**src/hw/jac_pkg.sv**
```systemverilog
package jac_pkg;

  // ---------------------------------------------------------------
  // register layout
  // ---------------------------------------------------------------
  localparam int        REG_W        = 8;
  localparam logic [7:0] CTRL_RESET  = 8'h00;
  localparam int        BIT_FIFO_RST = 3;
  localparam int        BIT_CFG_HI   = 2;
  localparam int        BIT_CFG_LO   = 0;
  localparam logic [7:0] CTRL_WMASK  = 8'h0f;

  // ---------------------------------------------------------------
  // fifo geometry
  // ---------------------------------------------------------------
  localparam int        FIFO_MAX     = 32;
  localparam int        PTR_W        = 5;
  localparam logic [5:0] DEPTH_16    = 6'h10;
  localparam logic [5:0] DEPTH_32    = 6'h20;
  localparam logic [5:0] DEPTH_NONE  = 6'h00;
  localparam logic [4:0] PTR_HOME    = 5'h00;
  localparam logic [5:0] CNT_ZERO    = 6'h00;

  // ---------------------------------------------------------------
  // types
  // ---------------------------------------------------------------
  typedef enum logic [2:0] {
    JAC_OFF   = 3'b001,
    JAC_D16   = 3'b010,
    JAC_D32   = 3'b100
  } jac_mode_t;

  typedef struct packed {
    logic       valid;
    logic       data;
  } jac_bit_t;

  typedef struct packed {
    logic       enable;
    logic [5:0] depth;
    logic [5:0] level;
    logic       empty;
    logic       full;
  } jac_stat_t;

endpackage

```
**src/hw/jac_cfg_decode.sv**
```systemverilog
`timescale 1ns/10ps
module jac_cfg_decode
(
  // configuration bits
  input  wire logic             i_cfg_hi,
  input  wire logic             i_cfg_lo,
  // decoded mode
  output jac_pkg::jac_mode_t    o_mode,
  output logic [5:0]            o_depth
);

  // undefined codes fall back to off until clarified
  assign o_mode  = (!i_cfg_lo && !i_cfg_hi) ? jac_pkg::JAC_D16 :
                   (!i_cfg_lo &&  i_cfg_hi) ? jac_pkg::JAC_D32 :
                   jac_pkg::JAC_OFF;
  assign o_depth = (o_mode == jac_pkg::JAC_D16) ? jac_pkg::DEPTH_16 :
                   (o_mode == jac_pkg::JAC_D32) ? jac_pkg::DEPTH_32 :
                   jac_pkg::DEPTH_NONE;

endmodule

```
**src/hw/jac_channel.sv**
```systemverilog
// Overview of operation
// - zero-to-one write on bit 3 resets fifo
// - reset returns read/write pointers home
// - reset flushes fifo contents, leaves empty
// - bits 2 and 0 select enable, depth
// - both zero gives sixteen-bit fifo depth
// - lo zero, hi one gives thirty-two depth
`timescale 1ns/10ps
module jac_channel
(
  // clock and reset
  input  wire logic             i_clk,
  input  wire logic             i_rst,
  // register port
  input  wire logic             i_wr,
  input  wire logic [7:0]       i_wdata,
  output logic [7:0]            o_rdata,
  // fifo data path
  input  wire jac_pkg::jac_bit_t i_in,
  input  wire logic             i_rd,
  output jac_pkg::jac_bit_t     o_out,
  // status
  output jac_pkg::jac_stat_t    o_stat,
  output logic                  o_flush
);

  // ---------------------------------------------------------------
  // control register
  // ---------------------------------------------------------------
  logic [7:0]           ctrl;
  logic [7:0]           next_ctrl;
  logic                 rst_rise;
  jac_pkg::jac_mode_t   mode;
  logic [5:0]           depth;
  logic                 enabled;

  // reserved bits 7..4 read as zero
  assign next_ctrl = i_wr ? (i_wdata & jac_pkg::CTRL_WMASK) : ctrl;

  logic                 wr_rst_set;
  logic                 held_rst_set;

  assign wr_rst_set   = i_wr && i_wdata[jac_pkg::BIT_FIFO_RST];
  assign held_rst_set = ctrl[jac_pkg::BIT_FIFO_RST];
  // only a true 0->1 edge fires; bit must be cleared to re-arm
  assign rst_rise     = wr_rst_set && !held_rst_set;

  always_ff @(posedge i_clk)
  begin
    if (i_rst)
      ctrl <= jac_pkg::CTRL_RESET;
    else
      ctrl <= next_ctrl;
  end

  // ---------------------------------------------------------------
  // mode decode
  // ---------------------------------------------------------------
  jac_cfg_decode u_dec
  (
    .i_cfg_hi (ctrl[jac_pkg::BIT_CFG_HI]),
    .i_cfg_lo (ctrl[jac_pkg::BIT_CFG_LO]),
    .o_mode   (mode),
    .o_depth  (depth)
  );

  assign enabled = (mode != jac_pkg::JAC_OFF);

  // ---------------------------------------------------------------
  // write decode
  // ---------------------------------------------------------------
  logic                         cfg_hi_moves;
  logic                         cfg_lo_moves;
  logic                         cfg_change;
  logic                         clr;

  // a depth change also clears, so pointers never exceed the window
  assign cfg_hi_moves = next_ctrl[jac_pkg::BIT_CFG_HI]
                        != ctrl[jac_pkg::BIT_CFG_HI];
  assign cfg_lo_moves = next_ctrl[jac_pkg::BIT_CFG_LO]
                        != ctrl[jac_pkg::BIT_CFG_LO];
  assign cfg_change   = i_wr && (cfg_hi_moves || cfg_lo_moves);
  assign clr          = rst_rise || cfg_change;

  // ---------------------------------------------------------------
  // fifo handshake
  // ---------------------------------------------------------------
  logic [5:0]                   level;
  logic                         full;
  logic                         empty;
  logic                         do_wr;
  logic                         do_rd;

  // disabled mode has depth zero, so full would shadow empty
  assign full  = enabled && (level == depth);
  assign empty = (level == jac_pkg::CNT_ZERO);
  // requests in a clearing cycle are dropped, not queued
  assign do_wr = enabled && i_in.valid && !full && !clr;
  assign do_rd = enabled && i_rd && !empty && !clr;

  // ---------------------------------------------------------------
  // fifo pointers
  // ---------------------------------------------------------------
  logic [4:0]                   wptr;
  logic [4:0]                   rptr;
  logic [4:0]                   last;
  logic [4:0]                   next_wptr;
  logic [4:0]                   next_rptr;

  // pointers wrap at the selected depth, not at the array end
  assign last      = 5'(depth - 6'h01);
  assign next_wptr = (wptr == last) ? jac_pkg::PTR_HOME
                                    : 5'(wptr + 5'h01);
  assign next_rptr = (rptr == last) ? jac_pkg::PTR_HOME
                                    : 5'(rptr + 5'h01);

  always_ff @(posedge i_clk)
  begin
    if (i_rst || clr)
      wptr <= jac_pkg::PTR_HOME;
    else if (do_wr)
      wptr <= next_wptr;
  end

  always_ff @(posedge i_clk)
  begin
    if (i_rst || clr)
      rptr <= jac_pkg::PTR_HOME;
    else if (do_rd)
      rptr <= next_rptr;
  end

  // ---------------------------------------------------------------
  // fifo level
  // ---------------------------------------------------------------
  logic [5:0]                   next_level;

  // a push and a pop in one cycle leave the level where it is
  assign next_level = (do_wr && !do_rd) ? 6'(level + 6'h01) :
                      (do_rd && !do_wr) ? 6'(level - 6'h01) :
                      level;

  always_ff @(posedge i_clk)
  begin
    if (i_rst || clr)
      level <= jac_pkg::CNT_ZERO;
    else
      level <= next_level;
  end

  // ---------------------------------------------------------------
  // fifo storage
  // ---------------------------------------------------------------
  logic [jac_pkg::FIFO_MAX-1:0] mem;
  logic                         head;

  // flushed bits are zeroed so a stale head never leaks out
  assign head = mem[rptr];

  always_ff @(posedge i_clk)
  begin
    if (i_rst || clr)
      mem <= '0;
    else if (do_wr)
      mem[wptr] <= i_in.data;
  end

  // ---------------------------------------------------------------
  // status
  // ---------------------------------------------------------------
  jac_pkg::jac_stat_t           next_stat;
  jac_pkg::jac_bit_t            next_out;

  // status shows the flush in the clearing cycle, not one late
  assign next_stat = '{enable: enabled,
                       depth:  depth,
                       level:  clr ? jac_pkg::CNT_ZERO : level,
                       empty:  clr || empty,
                       full:   !clr && full};
  assign next_out  = '{valid: do_rd,
                       data:  head};

  // ---------------------------------------------------------------
  // registered outputs
  // ---------------------------------------------------------------
  // readback mirrors ctrl, so a write shows on the next cycle
  always_ff @(posedge i_clk)
  begin
    if (i_rst)
      o_rdata <= jac_pkg::CTRL_RESET;
    else
      o_rdata <= next_ctrl;
  end

  always_ff @(posedge i_clk)
  begin
    if (i_rst)
      o_out <= '0;
    else
      o_out <= next_out;
  end

  always_ff @(posedge i_clk)
  begin
    if (i_rst)
      o_stat <= '0;
    else
      o_stat <= next_stat;
  end

  // one pulse marks both causes of a clear
  always_ff @(posedge i_clk)
  begin
    if (i_rst)
      o_flush <= 1'b0;
    else
      o_flush <= clr;
  end

endmodule

```
**config.mk**
```make
export PLATFORM = sky130hd
export DESIGN_NAME = jac_channel
export DESIGN_NICKNAME = d
export VERILOG_FILES = /design/src/hw/jac_pkg.sv /design/src/hw/jac_cfg_decode.sv /design/src/hw/jac_channel.sv
export SDC_FILE = /design/constraint.sdc
export NUM_CORES = 1
export LEC_CHECK = 0
export BUFFER_PORTS_ARGS = -buffer_cell sky130_fd_sc_hd__buf_4
export CAP_MARGIN = 5
export CORE_MARGIN = 2
export CORE_UTILIZATION = 25
export DETAILED_ROUTE_END_ITERATION = 8
export PLACE_DENSITY_LB_ADDON = 0.2
export SYNTH_ARGS = -nofsm -noshare
export SYNTH_HDL_FRONTEND = slang
export SYNTH_SLANG_ARGS = --single-unit
```
**constraint.sdc**
```tcl
create_clock -name i_clk -period 4.1 [get_ports i_clk]
set_input_delay 0.41 -clock i_clk [delete_from_list [all_inputs] [get_ports i_clk]]
set_output_delay 0.41 -clock i_clk [all_outputs]
set_load 0.1 [all_outputs]
```
* Word level (Yosys, flattened, before mapping)
Cells that the tools add are included.
** Word-level totals
- Output and inout bits :: 26
- Bits in registers :: 70
** Cells by class
- Equality and inequality tests :: 8
- Reductions and logical operators :: 31
- Order comparisons :: 3
- $add $sub $neg :: 5
- Multiplexer cells :: 14
** Operators with widths (count)
- bitwise mux 32 bit :: 1
- 2-to-1 mux 6 bit :: 4
- logical AND 1 bit :: 16
- < comparator 5 x 6 -> 1 bit (second input constant) :: 2
- adder 5 x 1 -> 5 bit (second input constant) :: 2
- equality test 5 bit :: 2
- 2-to-1 mux 5 bit :: 2
- 2-to-1 mux 3 bit :: 3
- logical NOT 1 bit :: 8
- adder 6 x 1 -> 6 bit (second input constant) :: 1
- equality test 6 bit :: 1
- logical NOT 6 bit :: 1
- subtractor 6 x 1 -> 6 bit (second input constant) :: 1
- binary-select mux 1 bit (select 5 bit) :: 1
- demux 1 bit (select 5 bit) :: 1
- greater-or-equal comparator 5 x 1 -> 1 bit (second input constant) :: 1
- subtractor 5 x 1 -> 5 bit (second input constant) :: 1
- logical OR 1 bit :: 4
- equality test 3 x 2 -> 1 bit (second input constant) :: 1
- equality test 3 bit (second input constant) :: 1
- inequality test 3 x 1 -> 1 bit (second input constant) :: 1
- 2-to-1 mux 1 bit :: 2
- inequality test 1 bit :: 2
- nonzero test 2 bit :: 1
- OR reduction 2 bit :: 1

* Depth between registers and ports, before layout
- Depth after elaboration :: 16
- Depth in mapped cells :: 14

* By module
From an unflattened synthesis, not the netlist that was laid out.
** Second synthesis, totals
- Cell total of the unflattened synthesis :: 382
- Area total of the unflattened synthesis :: 3754.9 sq um
** Modules (own cells, without submodules)
- jac_channel :: instances 1, area an instance 3692.3 sq um, cells an instance 372
- jac_cfg_decode :: instances 1, area an instance 62.6 sq um, cells an instance 10

* Least setup slack after synthesis
OpenSTA, ideal clock, no wires.
- Path type :: reg-to-reg
- From :: register, netlist name o_rdata[3]
- To :: register level[5]
- Arrival time :: 3.444 ns
- Path slack :: 0.535 ns
- Library setup time :: 0.121 ns
- Clock period less this slack :: 3.565 ns
- Cell stages (with the launch flop) :: 14
- Required time :: 3.979 ns
- Path through :: dfxtp_1 > nor2b_1 > o31ai_4 > nand3_2 > inv_2 > buf_6 > ha_1 > inv_1 > ha_1 > a21oi_1 > nand2_1 > a31oi_1 > mux2i_1 > mux2_2
** RTL lines
- end signal: assignment :: RTL line jac_channel.sv:146 : level <= jac_pkg::CNT_ZERO;
- end signal: assignment :: RTL line jac_channel.sv:148 : level <= next_level;
- end: declaration :: RTL line jac_channel.sv:88 : logic [5:0] level;

* Worst setup path after layout
- From :: register level[0]
- To :: register level[5]
** Between the ends
- Cells in the longest elaborated chain, start to end :: 8
- Elaborated cells on any way between the ends :: 18
- Classes of those cells :: add/sub: 2; eq/ne: 1; mux: 2; reduce/logical: 13
** Ends and longest elaborated chain
- parallel branches: the longest is 8 deep, another holds subtractor 6 x 1 -> 6 bit
Parallel ways; which one is timed is not known. The select of a mux whose other input is x is not followed.
A chain may end at the register's enable or synchronous reset.

==> results.toml <==
[timing]
clock-skew-final_ns = 0.00485
fin_crit_sh_pct = 88.6
layout_min_cycle_time_ns = 3.63
maxSlewViolCount = 0
maxSlewHeadroom_pct = 39.7
finalHoldViolCount = 0
fmaxAchievable_ghz = 0.275
rsz0062_at_grt = "no"
setup_viol = 0
tns_ns = 0
worstMarginPinSlew_ns = 0.903

[critical_path]
critPathMaxStageDelay_ns = 0.58
path_depth = 12
r2r_slack_ns = 0.47
required_ns = 4.32
critPathLaunchType = "flop"
crit_buf_inv = 2
worstSetupPathType = "flop to flop"
slowest_stage = "or4_4"
cp_max_fo = 15
r2r-start = "level[0]$_SDFFE_PP0P_"
cp.arrival_ns = 3.86
crit_family = "simple AND/OR/NAND/NOR gates"
cpMostUsedCell = "ha_1"
worst_setup_path_end_kind = "flop"
path_cells = "or4_4 -> a211o_1 -> nand3_2 -> inv_2 -> ha_1 -> inv_1 -> ha_1 -> a21oi_1 -> nand2_1 -> a31oi_1 -> mux2i_1 -> mux2_2"
reg2reg_depth = 12
crit_path_start = "level[0]$_SDFFE_PP0P_"

[drt]
vias_per_cell = 4.88
drc = 0
antenna_left = 0
drt_first_iter_violations = 187
dr.pass1.iters = 4
drt_wl_total_um = 8490
wl_per_cell_um = 15.1
vias = 2743

[placement]
gp_congestion = 0.742
io_buffers = 27
post-place-cells = 546
dpl_cell_area_sq_mm = 0.00366
hpwl_um = 5840

[power]
switchingPower_uw = 529
seqPwrFrac_pct = 37.4
p_sw_share_pct = 29.0
clkPwrFrac_pct = 44.2
cellPowerDensity_mw_per_mm2 = 458
internal_power_mw = 1.30
power_frac_comb_pct = 18.4
p_leak_nw = 1.49
irDropWorstVdd_mv = 0.207

[outcome]
status = "completed"

[run]
drv_cap = 0

[global_route]
antenna_found_initial = 0
grt_pass1_wl_um = 14100
grt_max_degree = 40
grt.met1_usage_pct = 17.2
top_usage_layer = "met2"
grt.met2_usage_pct = 18.5
grt_usage_pct = 12.6
grt_use_met3_pct = 2.50
grt_overflow = 0
first_global_vias = 2678

[hold_path]
whs_path_depth = 3
min_path_type = "input pin to flop"
worstHoldStart = "i_wdata[1]"

[synthesis]
syn-mean-instance-area_sq_um = 9.21
netlist_area_sq_mm = 0.00338
yosysTopAreaCell = "dfxtp_1"
synth_commonest_cells = "66 x dfxtp_1, 41 x nor2_1, 26 x a21oi_1, 26 x mux2i_1, 20 x nand4_1"
synth_flop_cell = "dfxtp_1"
yosysWarnings = 0
synth-edff-count = 0
yosysTopAreaCellShare_pct = 39.1
synthMostInstantiatedCell = "dfxtp_1"
synth-async-reset-ratio_pct = 0
synth_cells = 367
ys_types = 51
synth_area_leaders = "dfxtp_1 39%, mux2i_1 7.7%, mux4_2 6.0%"
ys_seq_area_share_pct = 39.1
synth_seq_cells = 66

[floorplan]
boundaryPins = 40
die_height_um = 120
core_area_sq_mm = 0.0132
start_util_pct = 25.5
rows = 42
dieArea_sq_mm = 0.0145
die_w_um = 120

[clock_tree]
htree_levels = 3
cts_buffers = 9
cts_tree = "done"
ctsResizeCount = 0
holdBufCountCts = 0
path_clk_slew_ns = 0.05
numClockSinks = 66
clock_latency_ns = 0.33
post_cts_buffers = 0
clockBufferDepth = 2
root_buffer = "clkbuf_16"

[finish]
syn_to_final_growth_pct = 17.9
final_area_sq_mm = 0.00398
fin_nets = 407
stdcell_count = 562
drive_gt1_share_pct = 16.8
antenna_cells = 0
==> logic make-up (layout without fill, tap and decap cells) <==
| logic type | after synthesis | count (layout) | share of synthesized area [%] |
|---|---|---|---|
| buffers and inverters | 44 | 56 | 6.93 |
| other | 1 | 8 | 0.111 |
| multiplexers | 36 | 36 | 14.0 |
| XOR/XNOR | 9 | 9 | 2.56 |
| flip-flops | 66 | 66 | 39.1 |
| adder cells (fa/ha/maj) | 12 | 12 | 4.67 |
| AND/OR/NAND/NOR | 139 | 139 | 21.9 |
| AO/OA/AOI/OAI | 60 | 60 | 10.7 |
==> tightest hold or removal path, stage by stage <==
cell	delay [ns]
buf_4	0.08
mux2i_1	0.06
nor2_1	0.07
==> flip-flops by register name (all words and copies together), names as in the netlist <==
signal,cells
wptr,5
o_flush,1
o_stat,11
mem,32
o_out,2
level,6
o_rdata,4
rptr,5
==> layout by cell type, fill, tap and decap left out, types with 7 or more instances in the layout <==
master     count
clkbuf_16      9
dfxtp_1       66
mux2i_1       26
nor3_1        10
inv_1          7
a21oi_1       26
mux4_2         9
and2_1         8
nand2_1       10
nor2_1        41
ha_1          11
nand4_1       20
nand3_1       17
o21ai_0       18
buf_4         32
conb_1         8
==> final timing paths <==
kind,endpoint
min reg2reg,mem[2]$_SDFFE_PP0P_
min,o_rdata[1]$_SDFFE_PP0P_
max reg2reg,level[5]$_SDFFE_PP0P_
max,level[5]$_SDFFE_PP0P_
==> metrics by stage <==
step           hold WS (ns)  total power, mW  worst slack, ns  utilization, %
2_1_floorplan         0.451            0.972            0.535               -
3_3_place_gp          0.457             1.03            0.512            27.7
3_5_place_dp          0.464             1.03            0.494            27.7
4_1_cts               0.315             1.85            0.480            30.1
5_1_grt               0.327             1.92            0.193            30.1
6_report              0.319             1.83            0.466            30.1
==> layer usage <==
layer / share of wire (%) / wire length (um) / vias up
met5: 0 / 0 / -
li1: - / - / 1341
met1: 46 / 3900 / 1303
met4: 3.3 / 278 / 0
met3: 5.3 / 451 / 21
met2: 45 / 3860 / 78
==> power groups by stage <==
stage	Sequential, mW	Clock [mW]	Combinational [mW]
floorplan	0.754	0	0.218
global placement	0.695	0	0.334
detailed placement	0.696	0	0.338
CTS	0.683	0.829	0.338
global route	0.686	0.864	0.365
finish	0.682	0.806	0.336
==> final cells by class <==
cell class	count	area, sq um
Fill cell	1389	9260
Multi-Input combinational cell	264	1850
Sequential cell	66	1320
Clock buffer	15	288
Timing Repair Buffer	32	240
Tap cell	176	220
Clock inverter	1	30.0
Inverter	8	30.0
Power figures use the tool's default switching activity.
